[src/include/fault_pkg.sv]
// Shared constants and carrier types for the LED driver fault supervisor
package fault_pkg;
    localparam int unsigned CLK_HZ = 50_000_000;
    localparam int unsigned STRINGS = 6;
    // Quiet time on enable or dimming input before sleep or fault clear, in microseconds
    localparam int unsigned QUIET_TIME_US = 16_000;
    localparam int unsigned QUIET_CYCLES = (CLK_HZ / 1_000_000) * QUIET_TIME_US;
    // Switching cycles the shared fault line must stay low before all-off acts
    localparam int unsigned EXT_FAULT_SW_CYCLES = 8;
    localparam logic [5:0] SINK_ALL_ON = 6'h3f;

    // Analog comparator results per string
    typedef struct packed {
        logic [STRINGS-1:0] above_short;  // Sink pin above short_detect_threshold
        logic [STRINGS-1:0] in_regulation; // Sink pin below regulation level
    } sink_sense_t;

    // Power state
    typedef enum logic [1:0] {
        ST_SLEEP = 2'b00,
        ST_IDLE = 2'b01,
        ST_SOFT_START = 2'b10,
        ST_RUN = 2'b11
    } power_state_t;
endpackage

[src/design/fault_shutdown.sv]
// Fault supervision and shutdown sequencing for a six-string LED driver
// Functional notes
// RULE1: Enable low 16 ms enters sleep
// RULE2: Enable high after sleep clears faults, soft-starts
// RULE3: Dimming low 16 ms clears faults, stays awake
// RULE4: Bias and sync clock active while enabled
// RULE5: Fault indicator is open-drain, pulls low
// RULE6: All-off: external fault 8 cycles disables all
// RULE7: Sink above short threshold leaves regulation
// RULE8: Standard: only shorted string off, fault latched
// RULE9: All-off: any partial short turns all off
// RULE10: Short detect armed only if one regulating
// RULE11: Quiet timers restart when input returns high
module fault_shutdown #(
    parameter int unsigned QUIET_COUNT = fault_pkg::QUIET_CYCLES,
    parameter bit ALL_OFF_VARIANT = 1'b0
) (
    // Clock and reset (clk runs at CLK_HZ; switch_tick marks each boost switching cycle)
    input wire logic clk,
    input wire logic arst_n,
    // Control pins
    input wire logic enable_pin,
    input wire logic dim_pulse_pin,
    input wire logic switch_tick,
    // Sink comparators
    input wire fault_pkg::sink_sense_t sink_sense,
    // Shared fault line
    input wire logic fault_line_in,
    output logic fault_line_out,
    output logic fault_line_oe_n,
    // Power controls
    output logic bias_supply_on,
    output logic sync_clock_enable,
    output logic boost_enable,
    output logic soft_start_req,
    output logic [fault_pkg::STRINGS-1:0] sink_enable,
    output fault_pkg::power_state_t power_state
);
    import fault_pkg::*;

    // Latency summary, counted in clk edges from a pin change:
    // - two edges through the synchronisers before any logic sees it,
    // - one edge for the state or latch that reacts,
    // - one edge more for the registered output.
    // The shared fault line is sensed through the same synchroniser, so a
    // peer's pull-down is seen a little late; the all-off threshold counts
    // switching ticks, which makes that lag small next to the 8-tick window.
    // Latches in this block all let a set win over a clear in the same
    // cycle, so a fault that appears exactly as the quiet timer expires is
    // reported rather than lost.
    // Nothing here depends on the analog levels themselves; comparators
    // outside hand over one bit per string and per threshold.

    // Counter width covers the full quiet count
    localparam int unsigned QW = $clog2(QUIET_COUNT + 1);
    localparam logic [QW-1:0] QUIET_LAST = QW'(QUIET_COUNT - 1);
    // Quiet counters saturate at their last value, so each expiry pulse
    // fires once per quiet interval and cannot wrap into a second event
    // while a pin sits low for much longer than the interval.

    // Synchronised pins and quiet timers
    logic en_s1_q, en_q, dim_s1_q, dim_q, fl_s1_q, fl_q;
    logic [STRINGS-1:0] sh_s1_q, sh_q, rg_s1_q, rg_q;
    logic [QW-1:0] en_low_cnt_q, dim_low_cnt_q;
    logic sleep_evt, clear_evt, dim_rise, dim_prev_q;
    // Fault tracking
    logic [3:0] ext_cnt_q;
    logic ext_fault_q;
    logic [STRINGS-1:0] string_off_q;
    logic short_latch_q;
    logic all_off_q;
    logic short_armed;
    logic [STRINGS-1:0] short_now;
    power_state_t state_q;
    logic run_gate;
    logic oe_n_d;
    logic [STRINGS-1:0] sink_enable_d;

    // Two-flop synchronisers for pin-level inputs
    // The fault line resets to its released (high) level so that leaving
    // reset never looks like a peer pulling the line low.
    always_ff @(posedge clk or negedge arst_n) begin
        if (!arst_n) begin
            en_s1_q <= 1'b0;
            en_q <= 1'b0;
            dim_s1_q <= 1'b0;
            dim_q <= 1'b0;
            fl_s1_q <= 1'b1;
            fl_q <= 1'b1;
            sh_s1_q <= '0;
            sh_q <= '0;
            rg_s1_q <= '0;
            rg_q <= '0;
        end else begin
            en_s1_q <= enable_pin;
            en_q <= en_s1_q;
            dim_s1_q <= dim_pulse_pin;
            dim_q <= dim_s1_q;
            fl_s1_q <= fault_line_in;
            fl_q <= fl_s1_q;
            sh_s1_q <= sink_sense.above_short;
            sh_q <= sh_s1_q;
            rg_s1_q <= sink_sense.in_regulation;
            rg_q <= rg_s1_q;
        end
    end

    // Counts clk edges with enable low; any high sample restarts it
    // RULE1: Enable low timer
    always_ff @(posedge clk or negedge arst_n) begin
        if (!arst_n) begin
            en_low_cnt_q <= '0;
        // RULE11: Restart on high
        end else if (en_q) begin
            en_low_cnt_q <= '0;
        end else if (en_low_cnt_q != QUIET_LAST) begin
            en_low_cnt_q <= en_low_cnt_q + 1'b1;
        end
    end

    // Runs only while enable is high, so sleep and clear never race
    // RULE3: Dimming low timer while enabled
    always_ff @(posedge clk or negedge arst_n) begin
        if (!arst_n) begin
            dim_low_cnt_q <= '0;
        // RULE11: Restart on high
        end else if (dim_q || !en_q) begin
            dim_low_cnt_q <= '0;
        end else if (dim_low_cnt_q != QUIET_LAST) begin
            dim_low_cnt_q <= dim_low_cnt_q + 1'b1;
        end
    end

    // All three pulses are combinational; every user of them is registered
    // Expiry pulses fire once as the counter reaches one below its last value
    assign sleep_evt = !en_q && (en_low_cnt_q == QUIET_LAST - 1'b1);
    assign clear_evt = en_q && !dim_q && (dim_low_cnt_q == QUIET_LAST - 1'b1);
    assign dim_rise = dim_q && !dim_prev_q;

    // Previous synchronised dimming level for the rise detector; it resets
    // low, the pin's idle level, so no false rise follows reset.
    always_ff @(posedge clk or negedge arst_n) begin
        if (!arst_n) begin
            dim_prev_q <= 1'b0;
        end else begin
            dim_prev_q <= dim_q;
        end
    end

    // Sleep wins over every other move, so a late dimming edge cannot
    // restart the converter while enable is already timing out.
    // Power state sequencing
    always_ff @(posedge clk or negedge arst_n) begin
        if (!arst_n) begin
            state_q <= ST_SLEEP;
        end else begin
            case (state_q)
                ST_SLEEP: begin
                    // Latches other than ext_fault_q are held clear for the whole sleep
                    // RULE2: Wake on enable
                    if (en_q) begin
                        state_q <= ST_IDLE;
                    end
                end
                ST_IDLE: begin
                    // RULE1: Sleep after quiet
                    if (sleep_evt) begin
                        state_q <= ST_SLEEP;
                    // RULE2: Soft start on dimming
                    end else if (en_q && dim_rise) begin
                        state_q <= ST_SOFT_START;
                    end
                end
                ST_SOFT_START: begin
                    // One cycle of soft-start request, then run
                    if (sleep_evt) begin
                        state_q <= ST_SLEEP;
                    end else begin
                        state_q <= ST_RUN;
                    end
                end
                ST_RUN: begin
                    if (sleep_evt) begin
                        state_q <= ST_SLEEP;
                    // RULE3: Clear returns to idle
                    end else if (clear_evt) begin
                        state_q <= ST_IDLE;
                    end
                end
                default: begin
                    // Unused codes fall back to the safe sleep state
                    state_q <= ST_SLEEP;
                end
            endcase
        end
    end

    // The count is held at zero while this block pulls the line itself:
    // its own pull-down must never read back as a peer's fault. It stops
    // one past the threshold, which is enough to set the latch.
    // RULE6: External fault low-time counter in switching cycles
    always_ff @(posedge clk or negedge arst_n) begin
        if (!arst_n) begin
            ext_cnt_q <= '0;
        end else if (fl_q || !fault_line_oe_n) begin
            ext_cnt_q <= '0;
        end else if (switch_tick && ext_cnt_q <= 4'(EXT_FAULT_SW_CYCLES)) begin
            ext_cnt_q <= ext_cnt_q + 1'b1;
        end
    end

    // Set wins over clear in the same cycle, as in every latch here
    // RULE6: Latch external all-off
    always_ff @(posedge clk or negedge arst_n) begin
        if (!arst_n) begin
            ext_fault_q <= 1'b0;
        end else if (ALL_OFF_VARIANT && ext_cnt_q > 4'(EXT_FAULT_SW_CYCLES)) begin
            ext_fault_q <= 1'b1;
        end else if (state_q == ST_SLEEP || clear_evt) begin
            ext_fault_q <= 1'b0;
        end
    end

    // With every sink above regulation the supply is simply too high for
    // the strings; detection stays off so that all channels keep running.
    // RULE10: Armed only while some sink regulates
    assign short_armed = |rg_q;
    // RULE7: Short compare per string while operating
    assign short_now = (state_q == ST_RUN && short_armed) ? sh_q : '0;

    // RULE8: Per-string disable latch, set wins over clear
    for (genvar s = 0; s < STRINGS; s++) begin : g_string
        // A string stays off once it showed a short, until the latches clear
        always_ff @(posedge clk or negedge arst_n) begin
            if (!arst_n) begin
                string_off_q[s] <= 1'b0;
            end else if (short_now[s]) begin
                string_off_q[s] <= 1'b1;
            end else if (state_q == ST_SLEEP || clear_evt) begin
                string_off_q[s] <= 1'b0;
            end
        end
    end

    // Standard variant: pull-down lasts until sleep or a dimming-low clear
    // RULE8: Fault indicator latch
    always_ff @(posedge clk or negedge arst_n) begin
        if (!arst_n) begin
            short_latch_q <= 1'b0;
        end else if (|short_now) begin
            short_latch_q <= 1'b1;
        end else if (state_q == ST_SLEEP || clear_evt) begin
            short_latch_q <= 1'b0;
        end
    end

    // Any short in the all-off variant stops every string until cleared
    // RULE9: All-off latch on any short
    always_ff @(posedge clk or negedge arst_n) begin
        if (!arst_n) begin
            all_off_q <= 1'b0;
        end else if (ALL_OFF_VARIANT && |short_now) begin
            all_off_q <= 1'b1;
        end else if (state_q == ST_SLEEP || clear_evt) begin
            all_off_q <= 1'b0;
        end
    end

    // Next values of the gated outputs
    always_comb begin
        run_gate = dim_q && !ext_fault_q && !all_off_q;
        // RULE5: Pull the line low while the short or all-off latch is set
        oe_n_d = !(short_latch_q || all_off_q);
        sink_enable_d = '0;
        // RULE9: Sinks gated by latches
        if (state_q == ST_RUN && run_gate) begin
            sink_enable_d = SINK_ALL_ON & ~string_off_q;
        end
    end

    // Every output comes straight from this register bank
    // Registered outputs
    always_ff @(posedge clk or negedge arst_n) begin
        if (!arst_n) begin
            fault_line_out <= 1'b0;
            fault_line_oe_n <= 1'b1;
            bias_supply_on <= 1'b0;
            sync_clock_enable <= 1'b0;
            boost_enable <= 1'b0;
            soft_start_req <= 1'b0;
            sink_enable <= '0;
            power_state <= ST_SLEEP;
        end else begin
            fault_line_out <= 1'b0;
            // RULE5: Open-drain pull low on fault
            fault_line_oe_n <= oe_n_d;
            // Supplies stay on while enable is high, even across a fault clear
            // RULE4: Supplies follow enable
            bias_supply_on <= en_q || state_q != ST_SLEEP;
            sync_clock_enable <= en_q || state_q != ST_SLEEP;
            // RULE6: Boost off on all-off
            boost_enable <= (state_q == ST_RUN || state_q == ST_SOFT_START) && run_gate;
            // One-cycle request while passing through soft start
            soft_start_req <= (state_q == ST_SOFT_START);
            // RULE9: Sinks follow the gated next value
            sink_enable <= sink_enable_d;
            // State copy for the outside, one clock behind state_q
            power_state <= state_q;
        end
    end
endmodule // fault_shutdown

[config.mk]
export PLATFORM = sky130hd
export DESIGN_NAME = fault_shutdown
export DESIGN_NICKNAME = d
export VERILOG_FILES = /design/src/include/fault_pkg.sv /design/src/design/fault_shutdown.sv
export SDC_FILE = /design/constraint.sdc
export NUM_CORES = 1
export LEC_CHECK = 0
export BUFFER_PORTS_ARGS = -buffer_cell sky130_fd_sc_hd__buf_2
export CAP_MARGIN = 30
export CORE_AREA = 4 4 89 91
export CTS_CLUSTER_DIAMETER = 30
export DETAILED_ROUTE_END_ITERATION = 12
export DIE_AREA = 0 0 93 95
export HOLD_SLACK_MARGIN = 0.1
export PLACE_DENSITY = 0.76
export SYNTH_ARGS = -nofsm -noshare
export SYNTH_HDL_FRONTEND = slang
export SYNTH_SLANG_ARGS = --single-unit
[constraint.sdc]
create_clock -name clk -period 1.85 [get_ports clk]
set_input_delay 0.185 -clock clk [delete_from_list [all_inputs] [get_ports clk]]
set_output_delay 0.185 -clock clk [all_outputs]
set_load 0.03 [all_outputs]
After elaboration in Yosys (flattened, before gate mapping)
Index checks and enable logic that the tools add are counted.
{"block": "op_classes", "n_addsub": 2, "n_mul": 0, "div_mod_pow": 0, "order_cmp": 0, "eq_ne": 10, "shifts": 0, "mux": 21, "bitwise_logic": 1, "reduce_logical": 30}
{"op": "20-bit 2-to-1 mux", "count": 4}
{"op": "20-bit by 1-bit adder with 20-bit output (second input constant)", "count": 2}
{"op": "20-bit == test (second input constant)", "count": 2}
{"op": "20-bit != test (second input constant)", "count": 2}
{"op": "2-bit nonzero test", "count": 10}
{"op": "2-bit 2-to-1 mux", "count": 6}
{"op": "6-bit 2-to-1 mux", "count": 2}
{"op": "6-bit OR reduction", "count": 2}
{"op": "1-bit logical AND", "count": 8}
{"op": "1-bit 2-to-1 mux", "count": 8}
{"op": "2-bit one-hot mux with 4 select lines", "count": 1}
{"op": "3-bit != test (second input constant)", "count": 2}
{"op": "6-bit inverter", "count": 1}
{"op": "2-bit == test (second input constant)", "count": 2}
{"op": "1-bit logical NOT", "count": 4}
{"op": "1-bit logical OR", "count": 4}
{"op": "3-bit AND reduction", "count": 1}
{"op": "2-bit by 1-bit == test with 1-bit output (second input constant)", "count": 1}
{"op": "2-bit logical NOT", "count": 1}
{"op": "2-bit != test (second input constant)", "count": 1}
{"block": "totals", "ff_bits": 90, "latch_bits": 0, "mem_bits_rw": 0, "romBits": 0, "inputBits": 18, "elab_cells": 89, "mem_count": 0}

Depth between registers and ports, before layout
{"block": "logic_depth", "depth_word": 6, "depth_mapped": 5}

Worst setup path before layout
OpenSTA, ideal clock, no wires.
{"block": "synth_path", "path_type": "register -> register", "start": "reg dim_low_cnt_q[17]", "end": "reg short_latch_q", "setup_ps": 121, "arrival_time_ps": 1791, "required_time_ps": 1729, "setup_slack_ps": -62, "stages_incl_launch_ff": 5, "n_path_buf": 0, "cell_sequence": "dfrtp_1 or4_4 or3_4 o22a_4 a22o_1"}
{"block": "synth_between", "elab_chain_cells": 4}
{"element": "start, declared", "line": "fault_shutdown.sv:64", "source": "logic [QW-1:0] en_low_cnt_q, dim_low_cnt_q;"}
{"element": "start signal, assigned", "line": "fault_shutdown.sv:130", "source": "dim_low_cnt_q <= dim_low_cnt_q + 1'b1;"}
{"element": "20-bit == test", "line": "fault_shutdown.sv:137", "source": "assign clear_evt = en_q && !dim_q && (dim_low_cnt_q == QUIET_LAST - 1'b1);"}
{"element": "1-bit logical AND", "line": "fault_shutdown.sv:137"}
{"element": "1-bit logical OR"}
{"element": "2-bit nonzero test (no line)"}
{"element": "end signal, assigned", "line": "fault_shutdown.sv:249", "source": "short_latch_q <= 1'b0;"}
{"element": "end signal, assigned", "line": "fault_shutdown.sv:251", "source": "short_latch_q <= 1'b1;"}
{"element": "end signal, assigned", "line": "fault_shutdown.sv:253", "source": "short_latch_q <= 1'b0;"}
{"element": "end, declared", "line": "fault_shutdown.sv:70", "source": "logic short_latch_q;"}
Every way passes these cells.
A chain may end at the register's enable or synchronous reset.

Worst setup path in the final report
{"block": "layout_path", "start": "reg dim_low_cnt_q[9]", "end": "reg string_off_q[1]"}
{"block": "layout_between", "elab_chain_cells": 4}
{"element": "20-bit == test", "line": "fault_shutdown.sv:137"}
{"element": "1-bit logical AND", "line": "fault_shutdown.sv:137"}
{"element": "1-bit logical OR"}
{"element": "2-bit nonzero test (no line)"}
{"element": "end signal, assigned by index", "line": "fault_shutdown.sv:236", "source": "string_off_q[s] <= 1'b0;"}
{"element": "end signal, assigned by index", "line": "fault_shutdown.sv:238", "source": "string_off_q[s] <= 1'b1;"}
{"element": "end signal, assigned by index", "line": "fault_shutdown.sv:240", "source": "string_off_q[s] <= 1'b0;"}
{"element": "end, declared", "line": "fault_shutdown.sv:69", "source": "logic [STRINGS-1:0] string_off_q;"}
Every way passes these cells.

==> metrics <==
initial antenna violation count=0; Synth Register Bits=90; DR vias/cell=5.575; crit path DAT=2140 ps; Setup WS post-layout=-49.57 ps; wire per inst=15.38 um; violated checks=negative setup slack; # IOs=32; largest net degree at the start of global routing=53; Net Count, Synth=344; Clock Path Buffers=2; area leader, netlist=dfrtp_1; Inst Count DP=468; Async SR Flop Fraction=1.000; first-pass GRT wire length=12,860 um; Finished Cell Area=0.004517 sq mm; Initial Util=0.5121; n_diodes=0; leakage power=1.928 nW; fin cells=501; share of the synthesized area in the top cell type=0.6094; Sink Count=90; fin crit share=1.027; clock share of power=0.357; H-tree depth=3; Worst setup EP type=flop; core area=0.007137 sq mm; clk slew on worst S/H paths=90 ps; Die ar.=0.008835 sq mm; Clk Latency, worst-skew pair=350 ps; synth warn=0; Final setup violation count=8; Max Freq=526.4 MHz; DIE HEIGHT=95 um; status=complete, but fails checks; unrepaired setup endpoints after global routing=true; Clock Tree Root=clkbuf_8; CP Class=flop to flop; CTS tree=built; Seq/Total Area, Yosys=0.6166; clock skew=7.374 ps; Total GRT Usage=0.1847; post-DP HPWL=4926 um; Hold Fails Final Rpt=0; cells after synthesis=322; Max-Cap Viols=0; IO Port Bufs=28; CTS Buf Count=9; Worst Path Required=2090 ps; gr ovfl total=0; Pre-antenna DRT Iters=5; Die Wd=93 um; post-route minimum period=1900 ps; Initial DRC Count=178; Slew Limit Fails=0; Synth cell types=47; vias in the first global route=2,639; worst vdd ir=0.5584 mV; pwr dens=858.9 mW/mm^2; WL final=7703 um; sw power=0.9979 mW; gpl congestion=0.8678; Reg power frac=0.555; area grow syn2layout=23.59%; worst hold path type=input port to asynchronous set/reset pin; Sw Ratio=0.2572; Int Power=2.881 mW; Worst Path Max Fanout=7; Logic pwr share=0.088; Syn Area/Cell=11.35 sq um; vias=2,793; layout cells sized above 1=0.2463; EDFF count, synth=0; placed cell area=0.004099 sq mm; Synth area leaders=dfrtp_1 61%, nor2_1 3.3%, nand3_1 2.7%, a21oi_1 2.3%, xnor2_1 2.2%; Tot Pwr=3.879 mW; critical path startpoint category=flop; drt drc=0; # rows=31; DRT antenna net count=0; synthesized area=0.003655 sq mm; NumNets Final=419; most used flip-flop cell after synthesis=dfrtp_1
power groups by stage:
stage	Sequential, mW	Combinational [mW]	Clock [mW]
6_report	2.15	0.341	1.39
3_3_place_gp	2.19	0.306	0
3_5_place_dp	2.19	0.314	0
2_1_floorplan	2.24	0.127	0
5_1_grt	2.17	0.373	1.50
4_1_cts	2.15	0.342	1.41
worst paths after layout:
path                                              start                       endpoint  slack, ps  cells past startpoint
min in group clk                   rg_s1_q[5]$_DFF_PN0_              rg_q[5]$_DFF_PN0_        350                      0
setup reg to reg           dim_low_cnt_q[9]$_DFFE_PN0P_    string_off_q[1]$_DFFE_PN0P_        -50                      4
hold / removal                                   arst_n   en_low_cnt_q[12]$_DFFE_PN0P_        190                      2
setup / recovery           dim_low_cnt_q[9]$_DFFE_PN0P_    string_off_q[1]$_DFFE_PN0P_        -50                      4
max in group asynchronous                        arst_n  dim_low_cnt_q[16]$_DFFE_PN0P_       1050                      3
hold reg to reg                    rg_s1_q[5]$_DFF_PN0_              rg_q[5]$_DFF_PN0_        350                      0
layer usage:
metal  vias up  GRT usage  routed length, um
li1       1337          -                  -
met1      1380     0.2451               3412
met2        68     0.3035               3856
met3         8    0.04861                360
met4         0    0.04884                 74
met5         -          0                  0
Yosys cell counts (2+ instances only):
cell type and n:
a211oi_1 5, a21oi_1 17, a22o_2 6, a31o_2 2, a31oi_1 9, and3_1 6
and3_2 2, and4_1 2, buf_4 2, clkbuf_1 6, dfrtp_1 89, ha_1 4
inv_1 10, mux2_2 2, nand2_1 17, nand2b_1 2, nand3_1 20, nand4_1 6
nor2_1 32, nor2b_1 2, nor3_1 13, nor4_1 9, nor4b_1 2, o211ai_1 3
o21ai_0 9, o31ai_1 8, or4_1 9, xnor2_1 9
cell usage in the layout (no fill, tap or decap), drive strengths merged, types with 2 or more instances in the layout:
master        n
clkinvlp      2
nand2        17
nor3         13
o21ai         9
o31ai         8
or3           2
nor4          9
mux2          2
xnor2         9
ha            4
o211ai        3
clkbuf       10
nand4         7
dfrtp        89
or4          10
and3          8
a211oi        5
buf          57
a21oi        17
inv          13
nand2b        2
nor4b         2
nand3        20
nor2b         2
dlygate4sd3  15
a31o          2
a31oi         9
nor2         32
a22o          7
and4          2
state kept, by name, summed over array words and instances, names as in the netlist, 2 cells and up:
signal,flops
dim_low_cnt_q,20
state_q,2
rg_s1_q,6
string_off_q,6
sh_q,6
en_low_cnt_q,20
power_state,2
sink_enable,6
rg_q,6
sh_s1_q,6
cell families (layout without fill, tap and decap cells):
kind of cell / count (synthesis) / after routing / synth area share
AND/OR/NAND/NOR: 131 / 131 / 0.1948
flip-flops: 90 / 90 / 0.6166
AO/OA/AOI/OAI: 65 / 65 / 0.1222
buffers and inverters: 19 / 99 / 0.02157
XOR/XNOR: 10 / 10 / 0.02397
adder cells (fa/ha/maj): 4 / 4 / 0.01369
multiplexers: 2 / 2 / 0.006162
other: 1 / 1 / 0.001026
worst max-delay path: stages (launching register included):
cell     delay, ps
dfrtp_1        390
or4bb_4        550
or3_4          410
o22a_4         230
a22o_2         210
metrics by stage:
step                setup TNS, ps  hold slack, ps  utilization  setup WS, ps
finish                     -304.2           190.5       0.6329        -49.57
global route               -768.3           185.0       0.6329        -100.3
CTS                        -151.7           176.7       0.6275        -29.37
detailed placement         -193.2           25.92       0.5743        -37.82
global placement                0           25.30       0.5743         3.832
floorplan                  -197.6          -110.6            -        -28.32
timing repair:
item	4_1_cts	5_1_grt
resized for setup	3	6
hold buffers	15	0
endpoints found under the hold margin	103	0
setup buffers	1	1
pin swaps	1	1
endpoints found under the setup margin	10	17
final cells by class:
class | instances | area [sq um]
Clock buffer | 10 | 137.6
Multi-Input combinational cell | 213 | 1366
Inverter | 11 | 41.29
Tap cell | 99 | 123.9
Sequential cell | 90 | 2253
Timing Repair Buffer | 72 | 523.0
Fill cell | 553 | 2620
Clock inverter | 6 | 71.32
Power figures use the tool's default switching activity.
